--- config.mk ---
export PLATFORM = sky130hd
export DESIGN_NAME = data_space_mapper
export DESIGN_NICKNAME = d
export VERILOG_FILES = /design/src/logic/data_space_pkg.sv /design/src/logic/data_space_mapper.sv
export SDC_FILE = /design/constraint.sdc
export NUM_CORES = 2
export LEC_CHECK = 0
export BUFFER_PORTS_ARGS = -buffer_cell sky130_fd_sc_hd__buf_2
export CAP_MARGIN = 25
export CORE_UTILIZATION = 40
export DETAILED_ROUTE_END_ITERATION = 7
export SYNTH_ARGS = -nofsm -noshare
export SYNTH_HDL_FRONTEND = slang
export SYNTH_SLANG_ARGS = --single-unit
--- constraint.sdc ---
create_clock -name clk -period 5.6 [get_ports clk]
set_clock_uncertainty 0.1 [all_clocks]
set_input_delay 0.56 -clock clk [delete_from_list [all_inputs] [get_ports clk]]
set_output_delay 0.56 -clock clk [all_outputs]
set_load 0.01 [all_outputs]
--- src/logic/data_space_pkg.sv ---
// Package with the data-space map, register fields and timing of the mapper.
package data_space_pkg;
    // ------------------------------------------------------------------
    // Data-space addresses
    // ------------------------------------------------------------------
    localparam logic [7:0] BANK_LO         = 8'h00;
    localparam logic [7:0] BANK_HI         = 8'h3f;
    localparam logic [7:0] ROMWIN_LO       = 8'h40;
    localparam logic [7:0] ROMWIN_HI       = 8'h7f;
    localparam logic [7:0] SRAM_LO         = 8'h80;
    localparam logic [7:0] SRAM_HI         = 8'hbf;
    localparam logic [7:0] ROM_WINDOW_ADDR = 8'hc9;
    localparam logic [7:0] BANK_SEL_ADDR   = 8'hcb;
    localparam logic [7:0] EE_CTRL_ADDR    = 8'hdf;
    localparam logic [7:0] LCD_LO          = 8'he0;
    localparam logic [7:0] LCD_HI          = 8'hf7;
    // ------------------------------------------------------------------
    // Sizes and field positions
    // ------------------------------------------------------------------
    localparam int OFFSET_BITS   = 6;
    localparam int WINDOW_BITS   = 7;
    localparam int ROM_AW        = 13;
    localparam int LCD_DEPTH     = 24;
    localparam int EE_DEPTH      = 64;
    localparam int ROW_BYTES     = 8;
    localparam int BANK_EE_BIT   = 0;
    localparam int BANK_RAM_BIT  = 3;
    localparam int CTL_ENA_BIT   = 0;
    localparam int CTL_BUSY_BIT  = 1;
    localparam int CTL_ROW_BIT   = 2;
    localparam int CTL_START_BIT = 3;
    localparam int CTL_OFF_BIT   = 6;
    localparam logic [7:0] CTL_RESET = 8'h00;
    // ------------------------------------------------------------------
    // Programming time
    // ------------------------------------------------------------------
    localparam int CLK_MHZ      = 25;
    localparam int PROG_TIME_US = 5;
    localparam int PROG_CYCLES  = PROG_TIME_US * CLK_MHZ;

    typedef struct packed {
        logic       rd;
        logic       wr;
        logic [7:0] addr;
        logic [7:0] wdata;
    } core_req_s;

    typedef enum logic [1:0] {EE_IDLE, EE_ROW_LOAD, EE_PROG} ee_state_e;
endpackage

--- src/logic/data_space_mapper.sv ---
// Data-space decoder with ROM window, banked RAM/EEPROM, static and LCD RAM.
`timescale 1ns/1ps
// Notes on behaviour
// - Addresses 40h-7Fh read a ROM window.
// - Window moves in 64-byte steps, 13-bit ROM.
// - ROM address is window bits over offset.
// - Window register at C9h, write only.
// - Window register not cleared at reset.
// - Window bit 7 unused, low seven used.
// - Addresses 00h-3Fh reach the selected bank.
// - Bank register at CBh, write only.
// - Bank bit 0 selects the EEPROM page.
// - Bank bit 3 selects the RAM page.
// - Bank register not cleared at reset.
// - Static RAM at 80h-BFh, never banked.
// - Unbanked LCD RAM at E0h-F7h.
// - Sixty-four EEPROM bytes in one page.
// - EEPROM control at DFh, bit 6 off.
// - EEPROM reads time like RAM reads.
// - Busy flag readable; EEPROM blocked while busy.
// - Byte mode and eight-byte row mode.
// - Writes ignored unless write enable set.
// - EEPROM control resets to zero.
module data_space_mapper
    import data_space_pkg::*;
#(
    parameter int PROG_WAIT = PROG_CYCLES
) (
    // Clock and reset
    input  wire logic                 clk,
    input  wire logic                 sys_rst,
    // Core data-space bus
    input  wire core_req_s            core_req,
    output logic      [7:0]           core_rdata,
    // Program ROM read port
    output logic      [ROM_AW-1:0]    rom_addr,
    input  wire logic [7:0]           rom_data,
    // Status
    output logic                      ee_busy
);
    // ------------------------------------------------------------------
    // Decode
    // ------------------------------------------------------------------
    function automatic logic in_range(input logic [7:0] a, input logic [7:0] lo,
                                      input logic [7:0] hi);
        return (a >= lo) && (a <= hi);
    endfunction

    logic [7:0]             win_q;
    logic [7:0]             bank_q;
    logic [7:0]             ctl_q;
    logic [7:0]             sram_q [64];
    logic [7:0]             bram_q [64];
    logic [7:0]             lcd_q  [LCD_DEPTH];
    logic [7:0]             ee_q   [EE_DEPTH];
    logic [7:0]             row_q  [ROW_BYTES];
    logic [ROW_BYTES-1:0]   row_used_q;
    logic [2:0]             row_addr_q;
    logic [5:0]             byte_addr_q;
    logic [7:0]             byte_data_q;
    logic [15:0]            cnt_q;
    ee_state_e              st_q;
    logic                   byte_mode_q;
    logic [15:0]            busy_run_q;

    logic [7:0] a;
    logic [5:0] off;
    logic       hit_bank, hit_sram, hit_lcd, hit_win;
    logic       ee_sel, ram_sel, ee_ok, ee_wr;
    logic       busy;
    logic [4:0] lcd_idx;

    assign a        = core_req.addr;
    assign off      = a[OFFSET_BITS-1:0];
    assign hit_bank = in_range(a, BANK_LO, BANK_HI);
    assign hit_win  = in_range(a, ROMWIN_LO, ROMWIN_HI);
    assign hit_sram = in_range(a, SRAM_LO, SRAM_HI);
    assign hit_lcd  = in_range(a, LCD_LO, LCD_HI);
    assign lcd_idx  = 5'(a - LCD_LO);
    assign ee_sel   = bank_q[BANK_EE_BIT];
    assign ram_sel  = bank_q[BANK_RAM_BIT];
    assign busy     = (st_q == EE_PROG);
    assign ee_busy  = busy;
    // EEPROM usable only when powered, selected and idle.
    assign ee_ok    = ee_sel && !ctl_q[CTL_OFF_BIT] && !busy;
    assign ee_wr    = core_req.wr && hit_bank && ee_ok && ctl_q[CTL_ENA_BIT];
    assign rom_addr = {win_q[WINDOW_BITS-1:0], off};

    // ------------------------------------------------------------------
    // Mapping registers (no reset: contents undefined until written)
    // ------------------------------------------------------------------
    always_ff @(posedge clk) begin
        if (core_req.wr && a == ROM_WINDOW_ADDR) begin
            win_q <= core_req.wdata;
        end
    end

    always_ff @(posedge clk) begin
        if (core_req.wr && a == BANK_SEL_ADDR) begin
            bank_q <= core_req.wdata;
        end
    end

    // ------------------------------------------------------------------
    // RAM arrays
    // ------------------------------------------------------------------
    always_ff @(posedge clk) begin
        if (core_req.wr && hit_sram) begin
            sram_q[off] <= core_req.wdata;
        end
        if (core_req.wr && hit_bank && ram_sel) begin
            bram_q[off] <= core_req.wdata;
        end
        if (core_req.wr && hit_lcd) begin
            lcd_q[lcd_idx] <= core_req.wdata;
        end
    end

    // ------------------------------------------------------------------
    // EEPROM control register
    // ------------------------------------------------------------------
    always_ff @(posedge clk or posedge sys_rst) begin
        if (sys_rst) begin
            ctl_q <= CTL_RESET;
        end else if (st_q == EE_PROG && cnt_q == 16'(PROG_WAIT - 1)) begin
            ctl_q[CTL_ROW_BIT]   <= 1'b0;
            ctl_q[CTL_START_BIT] <= 1'b0;
        end else if (core_req.wr && a == EE_CTRL_ADDR && !busy) begin
            ctl_q[CTL_ENA_BIT] <= core_req.wdata[CTL_ENA_BIT];
            ctl_q[CTL_ROW_BIT] <= core_req.wdata[CTL_ROW_BIT];
            ctl_q[CTL_OFF_BIT] <= core_req.wdata[CTL_OFF_BIT];
            // Start only sticks when row mode is already on and row mode and enable stay set.
            ctl_q[CTL_START_BIT] <= core_req.wdata[CTL_START_BIT] && ctl_q[CTL_ROW_BIT] &&
                                    core_req.wdata[CTL_ROW_BIT] &&
                                    core_req.wdata[CTL_ENA_BIT];
        end
    end

    // ------------------------------------------------------------------
    // EEPROM write engine
    // ------------------------------------------------------------------
    always_ff @(posedge clk or posedge sys_rst) begin
        if (sys_rst) begin
            st_q        <= EE_IDLE;
            cnt_q       <= 16'h0000;
            row_used_q  <= '0;
            row_addr_q  <= 3'h0;
            byte_addr_q <= 6'h00;
            byte_data_q <= 8'h00;
            byte_mode_q <= 1'b0;
        end else begin
            unique case (st_q)
                EE_IDLE: begin
                    cnt_q <= 16'h0000;
                    if (ctl_q[CTL_ROW_BIT]) begin
                        st_q       <= EE_ROW_LOAD;
                        row_used_q <= '0;
                    end else if (ee_wr) begin
                        st_q        <= EE_PROG;
                        byte_mode_q <= 1'b1;
                        byte_addr_q <= off;
                        byte_data_q <= core_req.wdata;
                    end
                end
                EE_ROW_LOAD: begin
                    if (ee_wr) begin
                        if (row_used_q == '0) begin
                            row_addr_q <= off[5:3];
                        end
                        row_used_q[off[2:0]] <= 1'b1;
                    end
                    if (!ctl_q[CTL_ROW_BIT]) begin
                        st_q <= EE_IDLE;
                    end else if (ctl_q[CTL_START_BIT]) begin
                        st_q        <= EE_PROG;
                        byte_mode_q <= 1'b0;
                    end
                end
                EE_PROG: begin
                    cnt_q <= cnt_q + 16'h0001;
                    if (cnt_q == 16'(PROG_WAIT - 1)) begin
                        st_q <= EE_IDLE;
                    end
                end
                default: st_q <= EE_IDLE;
            endcase
        end
    end

    always_ff @(posedge clk) begin
        if (st_q == EE_ROW_LOAD && ee_wr) begin
            row_q[off[2:0]] <= core_req.wdata;
        end
    end

    for (genvar i = 0; i < EE_DEPTH; i++) begin : g_ee
        always_ff @(posedge clk) begin
            if (st_q == EE_PROG && cnt_q == 16'(PROG_WAIT - 1)) begin
                if (byte_mode_q && byte_addr_q == 6'(i)) begin
                    ee_q[i] <= byte_data_q;
                end else if (!byte_mode_q && row_addr_q == 3'(i / ROW_BYTES) &&
                             row_used_q[i % ROW_BYTES]) begin
                    ee_q[i] <= row_q[i % ROW_BYTES];
                end
            end
        end
    end

    // ------------------------------------------------------------------
    // Read data (registered: same one-cycle latency for every region)
    // ------------------------------------------------------------------
    always_ff @(posedge clk or posedge sys_rst) begin
        if (sys_rst) begin
            core_rdata <= 8'h00;
        end else if (core_req.rd) begin
            if (hit_win) begin
                core_rdata <= rom_data;
            end else if (hit_sram) begin
                core_rdata <= sram_q[off];
            end else if (hit_lcd) begin
                core_rdata <= lcd_q[lcd_idx];
            end else if (hit_bank && ram_sel) begin
                core_rdata <= bram_q[off];
            end else if (hit_bank && ee_ok) begin
                core_rdata <= ee_q[off];
            end else if (a == EE_CTRL_ADDR) begin
                core_rdata <= {6'h00, busy, 1'b0};
            end else begin
                core_rdata <= 8'h00;
            end
        end
    end

    // ------------------------------------------------------------------
    // Programming run length
    // ------------------------------------------------------------------
    always_ff @(posedge clk or posedge sys_rst) begin
        if (sys_rst) begin
            busy_run_q <= 16'h0000;
        end else if (busy) begin
            busy_run_q <= busy_run_q + 16'h0001;
        end else begin
            busy_run_q <= 16'h0000;
        end
    end

    // ------------------------------------------------------------------
    // Assertions
    // ------------------------------------------------------------------
    property p_ctl_reset;
        @(posedge clk) $fell(sys_rst) |-> $past(ctl_q) == CTL_RESET;
    endproperty
    a_ctl_reset: assert property (p_ctl_reset) else $error("control not zero at reset");

    property p_rom_addr;
        @(posedge clk) disable iff (sys_rst) rom_addr[5:0] == a[5:0];
    endproperty
    a_rom_addr: assert property (p_rom_addr) else $error("rom offset wrong");

    property p_rom_read;
        @(posedge clk) disable iff (sys_rst) core_req.rd && hit_win |=> core_rdata == $past(rom_data);
    endproperty
    a_rom_read: assert property (p_rom_read) else $error("window read wrong");

    property p_busy_len;
        @(posedge clk) disable iff (sys_rst) $fell(busy) |-> busy_run_q == 16'(PROG_WAIT);
    endproperty
    a_busy_len: assert property (p_busy_len) else $error("busy length wrong");

    property p_no_ena;
        @(posedge clk) disable iff (sys_rst)
            st_q == EE_IDLE && !ctl_q[CTL_ROW_BIT] && !ctl_q[CTL_ENA_BIT] |=> !busy;
    endproperty
    a_no_ena: assert property (p_no_ena) else $error("write without enable");

    property p_busy_end;
        @(posedge clk) disable iff (sys_rst) busy |-> busy_run_q < 16'(PROG_WAIT);
    endproperty
    a_busy_end: assert property (p_busy_end) else $error("busy never ends");

    property p_byte_start;
        @(posedge clk) disable iff (sys_rst) st_q == EE_IDLE && !ctl_q[CTL_ROW_BIT] && ee_wr |=> busy;
    endproperty
    a_byte_start: assert property (p_byte_start) else $error("byte write not started");

    property p_off_block;
        @(posedge clk) disable iff (sys_rst) ctl_q[CTL_OFF_BIT] |-> !ee_wr;
    endproperty
    a_off_block: assert property (p_off_block) else $error("write while off");

    property p_busy_ctl;
        @(posedge clk) disable iff (sys_rst) busy && $past(busy) && cnt_q != 16'h0000 |-> $stable(ctl_q[CTL_ENA_BIT]);
    endproperty
    a_busy_ctl: assert property (p_busy_ctl) else $error("control changed while busy");

    property p_win_load;
        @(posedge clk) disable iff (sys_rst) core_req.wr && a == ROM_WINDOW_ADDR |=>
            rom_addr[ROM_AW-1:OFFSET_BITS] == 7'($past(core_req.wdata));
    endproperty
    a_win_load: assert property (p_win_load) else $error("window bits wrong");

    property p_rd_hold;
        @(posedge clk) disable iff (sys_rst) !core_req.rd |=> $stable(core_rdata);
    endproperty
    a_rd_hold: assert property (p_rd_hold) else $error("read data moved");

    property p_ctl_read;
        @(posedge clk) disable iff (sys_rst) core_req.rd && a == EE_CTRL_ADDR |=>
            core_rdata == {6'h00, $past(busy), 1'b0};
    endproperty
    a_ctl_read: assert property (p_ctl_read) else $error("busy flag read wrong");

    property p_busy_read;
        @(posedge clk) disable iff (sys_rst) core_req.rd && hit_bank && !ram_sel && busy |=>
            core_rdata == 8'h00;
    endproperty
    a_busy_read: assert property (p_busy_read) else $error("read while busy");

    property p_nosel_read;
        @(posedge clk) disable iff (sys_rst) core_req.rd && hit_bank && !ram_sel && !ee_sel |=>
            core_rdata == 8'h00;
    endproperty
    a_nosel_read: assert property (p_nosel_read) else $error("unselected bank read");

    property p_row_clear;
        @(posedge clk) disable iff (sys_rst) $fell(busy) && !byte_mode_q |->
            !ctl_q[CTL_ROW_BIT] && !ctl_q[CTL_START_BIT];
    endproperty
    a_row_clear: assert property (p_row_clear) else $error("row bits not cleared");

    property p_start_row;
        @(posedge clk) disable iff (sys_rst) ctl_q[CTL_START_BIT] |->
            ctl_q[CTL_ROW_BIT] && ctl_q[CTL_ENA_BIT];
    endproperty
    a_start_row: assert property (p_start_row) else $error("start without row mode");

    c_byte:  cover property (@(posedge clk) disable iff (sys_rst) $rose(busy) && byte_mode_q == 1'b1 ##1 1'b1);
    c_deny:  cover property (@(posedge clk) disable iff (sys_rst) busy && core_req.rd && hit_bank);
    c_row:   cover property (@(posedge clk) disable iff (sys_rst) st_q == EE_ROW_LOAD ##1 busy);
    c_win:   cover property (@(posedge clk) disable iff (sys_rst) core_req.rd && hit_win);
    c_bank:  cover property (@(posedge clk) disable iff (sys_rst) core_req.rd && hit_bank && ram_sel);
endmodule // data_space_mapper

=== After elaboration in Yosys (flattened, before gate mapping) ===
Memories as Yosys holds them, arrays and structs flattened.
Cells that the tools add are included.

* Reductions and logical operators: 232
* Order comparisons: 10
* Add/sub/neg operators: 2
* Multiplexer cells: 713
* Eq/ne operators: 85
* Bitwise gates (word level): 67

{| class="wikitable"
|+ Operators with widths
! operator !! count
|-
| 8-bit two-way mux || 127
|-
| 1-bit two-way mux || 517
|-
| 8-bit OR reduction || 56
|-
| 6-bit two-way mux || 56
|-
| 6-bit equality test (second input constant) || 32
|-
| 1-bit logical AND || 160
|-
| 6-bit by 5-bit equality test with 1-bit output (second input constant) || 16
|-
| 1-bit OR || 64
|-
| 6-bit by 4-bit equality test with 1-bit output (second input constant) || 8
|-
| 16-bit case mux with 2 select lines || 1
|-
| 6-bit by 3-bit equality test with 1-bit output (second input constant) || 4
|-
| 8-bit equality test (second input constant) || 3
|-
| 16-bit by 1-bit adder with 16-bit output (second input constant) || 1
|-
| 16-bit by 7-bit equality test with 1-bit output (second input constant) || 1
|-
| 8-bit >= comparator (second input constant) || 2
|-
| 8-bit <= comparator (second input constant) || 2
|-
| 2-bit two-way mux || 8
|-
| 8-bit case mux with 2 select lines || 1
|-
| 3-bit equality test (second input constant) || 4
|-
| 6-bit by 2-bit equality test with 1-bit output (second input constant) || 2
|-
| 2-bit inequality test (second input constant) || 6
|-
| 3-bit AND reduction || 4
|-
| 8-bit by 1-bit >= comparator with 1-bit output (second input constant) || 1
|-
| 8-bit by 7-bit >= comparator with 1-bit output (second input constant) || 1
|-
| 25 further kinds || 32
|}

* Logic and storage cells: 1,127
* Bits in registers: 67
* Memories kept: 5
* Input bits: 28
* Bits in writable memories: 1,792
* Output and inout bits: 22

{| class="wikitable"
|+ Memory list
! memory !! words !! width !! rd ports !! clocked after Yosys merged registers in !! write ports !! RTL line !! RTL
|-
| bram_q || 64 || 8 || 1 || 0 || 1 || data_space_mapper.sv:53 || <nowiki>logic [7:0] bram_q [64];</nowiki>
|-
| ee_q || 64 || 8 || 1 || 0 || 8 || data_space_mapper.sv:55 || <nowiki>logic [7:0] ee_q [EE_DEPTH];</nowiki>
|-
| sram_q || 64 || 8 || 1 || 0 || 1 || data_space_mapper.sv:52 || <nowiki>logic [7:0] sram_q [64];</nowiki>
|-
| lcd_q || 24 || 8 || 1 || 0 || 1 || data_space_mapper.sv:54 || <nowiki>logic [7:0] lcd_q [LCD_DEPTH];</nowiki>
|-
| row_q || 8 || 8 || 8 || 0 || 1 || data_space_mapper.sv:56 || <nowiki>logic [7:0] row_q [ROW_BYTES];</nowiki>
|}

=== Depth between registers and ports, before layout ===
* Word-level depth: 16
* Depth in mapped cells: 13
* Mapped depth without buffers: 8

=== Worst setup path after synthesis ===
Ideal clock, no wire load.

* Path type: input to register
* Start point: input core_req[11] in the netlist's numbering
* End point: memory bram_q[12][0] (enable)
* Arrival time: 2,603 ps
* Required time: 5,130 ps
* Setup slack: 2,526 ps
* Buffers on the path: 5
* Stages: 8
* Setup time: 370 ps
* Path through: buf_2 -> buf_2 -> buf_2 -> buf_1 -> nor2b_1 -> clkbuf_1 -> nand3_1 -> nor2_1

* Word-level cells in the longest chain between the ends: 6
* Elaborated cells on any way between the ends: 7
* Classes of those cells: order compare (2); mux (2); reduce/logical (3)

{| class="wikitable"
|+ RTL lines
! item !! RTL line !! RTL
|-
| from (decl) || data_space_mapper.sv:33 || <nowiki>input wire core_req_s core_req,</nowiki>
|-
| 8-bit by 1-bit >= comparator with 1-bit output or 8-bit by 6-bit <= comparator with 1-bit output (tied branches) || data_space_mapper.sv:46 || <nowiki>return (a >= lo) && (a <= hi);</nowiki>
|-
| 1-bit logical AND || data_space_mapper.sv:46 ||
|-
| 1-bit logical AND (2 in series) || data_space_mapper.sv:111 || <nowiki>if (core_req.wr && hit_bank && ram_sel) begin</nowiki>
|-
| 1-bit two-way mux || data_space_mapper.sv:111 ||
|-
| 1-bit two-way mux (implied by the code) || data_space_mapper.sv:112 || <nowiki>bram_q[off] <= core_req.wdata;</nowiki>
|-
| to (decl) || data_space_mapper.sv:53 ||
|}

Parallel ways exist; a longest one is shown, timed or not.

=== Worst setup path after layout ===
* Start point: register st_q[0]
* End point: memory row_q[6][1] (enable)

* Word-level cells in the longest chain between the ends: 8
* Elaborated cells on any way between the ends: 9
* Classes of those cells: eq/ne (2); mux (2); reduce/logical (5)

{| class="wikitable"
|+ RTL lines
! item !! RTL line !! RTL
|-
| from (decl) || data_space_mapper.sv:62 || <nowiki>ee_state_e st_q;</nowiki>
|-
| from (signal assigned) || data_space_mapper.sv:144 || <nowiki>st_q <= EE_IDLE;</nowiki>
|-
| from (signal assigned) || data_space_mapper.sv:156 || <nowiki>st_q <= EE_ROW_LOAD;</nowiki>
|-
| from (signal assigned) || data_space_mapper.sv:159 || <nowiki>st_q <= EE_PROG;</nowiki>
|-
| 2-bit equality test || data_space_mapper.sv:82 || <nowiki>assign busy = (st_q == EE_PROG);</nowiki>
|-
| 1-bit zero test || data_space_mapper.sv:85 || <nowiki>assign ee_ok = ee_sel && !ctl_q[CTL_OFF_BIT] && !busy;</nowiki>
|-
| 1-bit logical AND || data_space_mapper.sv:85 ||
|-
| 1-bit logical AND (2 in series) || data_space_mapper.sv:86 || <nowiki>assign ee_wr = core_req.wr && hit_bank && ee_ok && ctl_q[CTL_ENA_BIT];</nowiki>
|-
| 1-bit logical AND * || data_space_mapper.sv:191 || <nowiki>if (st_q == EE_ROW_LOAD && ee_wr) begin</nowiki>
|-
| 1-bit two-way mux * || data_space_mapper.sv:191 ||
|-
| 1-bit two-way mux (implied by the code) * || data_space_mapper.sv:192 || <nowiki>row_q[off[2:0]] <= core_req.wdata;</nowiki>
|-
| to (decl) || data_space_mapper.sv:56 ||
|}

Mark *: on every way between the ends. The rest lies on a longest branch, timed or not.

==> results by stage <==
Outcome:
- The run finished with clean final reports.

STA:
- The max-slew violation count is 0.
- The fmax is around 260 MHz.
- The worst slew margin relative to its limit is 28.2%.
- The final count of hold timing violations is 0.
- The share of the cycle needed by the critical path after routing is 69.9%.
- Setup repair after global routing left no endpoint under its margin.
- For the final routed database, the setup TNS stands at 0 ns.
- The actual transition at the worst max-transition pin is between 1 and 1.5 ns.
- The setup-violating endpoint count in the final report is 0.
- The minimum period implied by the final worst setup slack is between 3 and 4 ns.

Floorplanning:
- For this configuration, the core starts out at a cell density of slightly above 40%.
- The number of top-level pins is 50.
- From bottom edge to top edge, the die measures between 400 and 500 um.
- The floorplan step set the die width to ~450 um.
- The floorplan has between 150 and 200 rows.
- The floorplan step defined a die boundary enclosing between 150,000 and 200,000 um^2.
- The core outline area is approximately 190,000 um^2.

Global route:
- Entering global routing, the biggest net connects about 120 pins.
- The via count of the first global-routing pass is around 42,000.
- For this run, global-route usage on met1 was measured as approximately 31%.
- The initial antenna violation count is 13.
- For this run the aggregate overflow at the end of global routing stands at 0.
- For met3 alone, demand over resource in global routing was under 10%.
- The global routing stage identified its most utilized layer as met2.
- The first global-routing pass estimated 320 mm of wire.
- For this run, the total global-route usage over all layers was measured as 22.7%.
- The met2 track utilization from global routing is between 30% and 40%.

Route:
- The total number of vias is roughly 42,000.
- After detailed routing, the total wire length is 226 mm.
- The routed length per placed instance is around 32 um.
- The post-detailed-route count of antenna-violating nets is 0.
- For this run, design rule violations remaining after detail routing come to 0.
- The average via count per standard cell is 5.93.
- The pre-antenna-repair detailed-routing pass consisted of 6 iterations.
- The detailed router finished its first iteration with 4,730 violations.

Yosys:
- The commonest cells after synthesis are 1,801 x edfxtp_1, 541 x mux2_2, 427 x mux4_2.
- After technology mapping, the gate count stands at 4,121.
- By area the synthesized netlist is led by edfxtp_1 69%, mux4_2 12%, mux2_2 7.8%.
- The number of register bits inferred by synthesis is about 1,900.
- The count of distinct cell types in the synthesized netlist is between 50 and 60.
- The count of flip-flops with a built-in enable after synthesis is about 1,800.
- The warning count from the yosys run is 0.
- Synthesis produced a netlist with a net count of between 4,000 and 5,000.
- The most repeated cell in the gate-level netlist after synthesis is edfxtp_1.
- The proportion of synthesized flip-flops having asynchronous set or reset is roughly 3%.
- The mean post-synth cell area is roughly 19 um^2.
- After synthesis, flip-flops and latches occupy between 70% and 80% of the total area.
- The netlist area before placement is 78,500 um^2.
- The top cell type's share of synthesized area is between 60% and 70%.
- The biggest area consumer among synthesized cells is edfxtp_1.
- The predominant post-synthesis flop cell is edfxtp_1.

Power and ir drop:
- The static leakage is around 28 nW.
- The power density over the cells is about 320 nW/um^2.
- Power comes to between 0.02 and 0.03 W.
- Across the VDD grid, the largest voltage drop is around 0.33 mV.

Clock tree:
- The later pin in the worst-skew pair is clocked with a latency of approximately 0.83 ns.
- Buffers added to address setup during post-CTS repair amount to 0.
- CTS built an H-tree with a depth of 4.
- The number of clock sinks is ~1,900.
- TritonCTS built the clock tree.
- The total clock buffers created by CTS is ~190.
- The clock transition at the registers of the reported paths is approximately 0.060 ns.
- The maximum buffer depth of the clock tree is 3.
- The tree is rooted in a clkbuf_16.

Placed design:
- The congestion estimate from routability-driven global placement came to 0.884.
- The number of I/O port buffers is 49.
- Detailed placement finished with a half-perimeter wire length of roughly 140 mm.
- In this run, placement finished with an instance count of ~6,700.

Worst setup path:
- The endpoint kind of the worst setup timing path is a register.
- Data arrives at the worst endpoint at 4.26 ns.
- The worst setup path is of the reg -> reg kind.
- For the worst flop-to-flop path, the logic depth is 6.
- The largest fanout on the critical path is 12.
- For flop-to-flop paths, the worst setup slack is roughly 1.7 ns.
- For the worst setup path, the data required time is between 5 and 6 ns.
- The origin of the critical flop-to-flop path is st_q[0].
- The reg-to-reg endpoint is row_q[6][1].
- The kind of start point of the critical path is a register.

Cells and area:
- From synthesis to final layout, the design area changed by 12.3%.
- The number of fill cells is around 17,000.
- The number of nets in the layout is roughly 4,300.
- Excluding fillers, the count of instances in the completed layout stands at between 7,000 and 8,000.
- Cells with a size suffix above 1 make up around a third of the layout.

Hold path:
- The endpoint with the worst hold slack is core_rdata[3].
- The worst hold path belongs to the class in -> reg.
- The hold path depth is 4.
- The start point of the worst min-delay path is rom_data[3].

Run:
- The number of maximum-capacitance violations is 0.
state kept, by name, indices dropped and copies added (netlist names):
signal / flops
bram_q: 512
ee_q: 512
sram_q: 512
lcd_q: 192
row_q: 64
cnt_q: 16
byte_data_q: 8
core_rdata: 8
row_used_q: 8
win_q: 7
byte_addr_q: 6
ctl_q: 4
row_addr_q: 3
bank_q: 2
st_q: 2
byte_mode_q: 1
final cells by class:
type	count	area [um^2]	share of cell area, %
Clock inverter	112	938	1.06
Multi-Input combinational cell	1996	21800	24.7
Antenna cell	12	30.0	0.0340
Inverter	12	45.0	0.0511
Timing Repair Buffer	219	1760	2.00
Tap cell	2624	3280	3.72
Sequential cell	1857	55500	62.9
Clock buffer	233	4870	5.52
worst max-delay path by stage:
| stage | from | end | slack [ns] | depth (start not counted) |
|---|---|---|---|---|
| 6_report | st_q[0] | row_q[6][1] | 1.68 | 6 |
| 5_1_grt | cnt_q[0] | ee_q[11][5] | 1.51 | 10 |
| 4_1_cts | st_q[0] | row_q[6][2] | 1.66 | 6 |
| 3_5_place_dp | core_req[8] | core_rdata[2] | 1.27 | 9 |
| 3_3_place_gp | core_req[8] | core_rdata[0] | 1.27 | 9 |
| 2_1_floorplan | core_req[11] | bram_q[12][0] | 2.53 | 8 |
power breakdown:
part	internal [W]	switching (W)	total, W
logic	0.000393	0.000767	0.00116
registers	0.0152	0.0000147	0.0152
clock network	0.00666	0.00543	0.0121
total	0.0222	0.00621	0.0285
kinds of logic after synthesis:
family                   after synthesis  synth area share [%]
multiplexers                        1103                  21.7
buffers and inverters                268                  1.66
AO/OA/AOI/OAI                        286                  2.45
XOR/XNOR                              11                 0.123
adder cells (fa/ha/maj)                2                0.0319
AND/OR/NAND/NOR                      594                  3.36
flip-flops                          1857                  70.7
worst max-delay path, cell delays in order, from the launching register on:
cell,delay (ns)
dfrtp_1,0.59
nand2b_1,0.36
nand4b_1,0.54
or2_2,0.54
nor2_1,0.20
nand2_1,0.35
nor2_1,0.86
through the flow:
step | hold WS [ns] | cell area (um^2) | util, % | setup slack (ns)
2_1_floorplan | 0.342 | 78500 | - | 2.53
3_3_place_gp | 0.374 | 82200 | 42.2 | 1.27
3_5_place_dp | 0.379 | 82300 | 42.2 | 1.27
4_1_cts | 0.0456 | 88100 | 45.2 | 1.66
5_1_grt | 0.104 | 88200 | 45.2 | 1.51
6_report | 0.101 | 88200 | 45.2 | 1.68
layer usage:
metal,vias to the layer above,part of all wire [%]
met5,-,0.0058
met4,2,3.3
met3,386,7.3
met2,1845,49
met1,22500,40
li1,17200,-
layout by cell type (no fill, tap or decap), types with 15 or more instances in the layout:
master / instances
mux2i_1: 135
mux2_2: 541
buf_4: 150
nor2b_1: 16
clkinv_1: 37
o21ai_0: 86
clkbuf_1: 45
edfxtp_1: 1801
clkbuf_16: 188
nor3_1: 23
a22oi_1: 61
o211ai_1: 15
nand2b_1: 17
a21oi_1: 26
a22o_1: 15
a221oi_1: 18
clkinv_2: 44
nand3_1: 50
nor2_1: 221
dfrtp_1: 48
nand4_1: 21
mux4_2: 427
buf_2: 40
nand2_1: 181
timing repair:
action / in CTS / in global routing
gates resized for setup: 0 / 0
endpoints found under the hold margin: 56 / 0
hold buffers: 1 / 0
No activity file was read; power rests on OpenSTA's default activity.
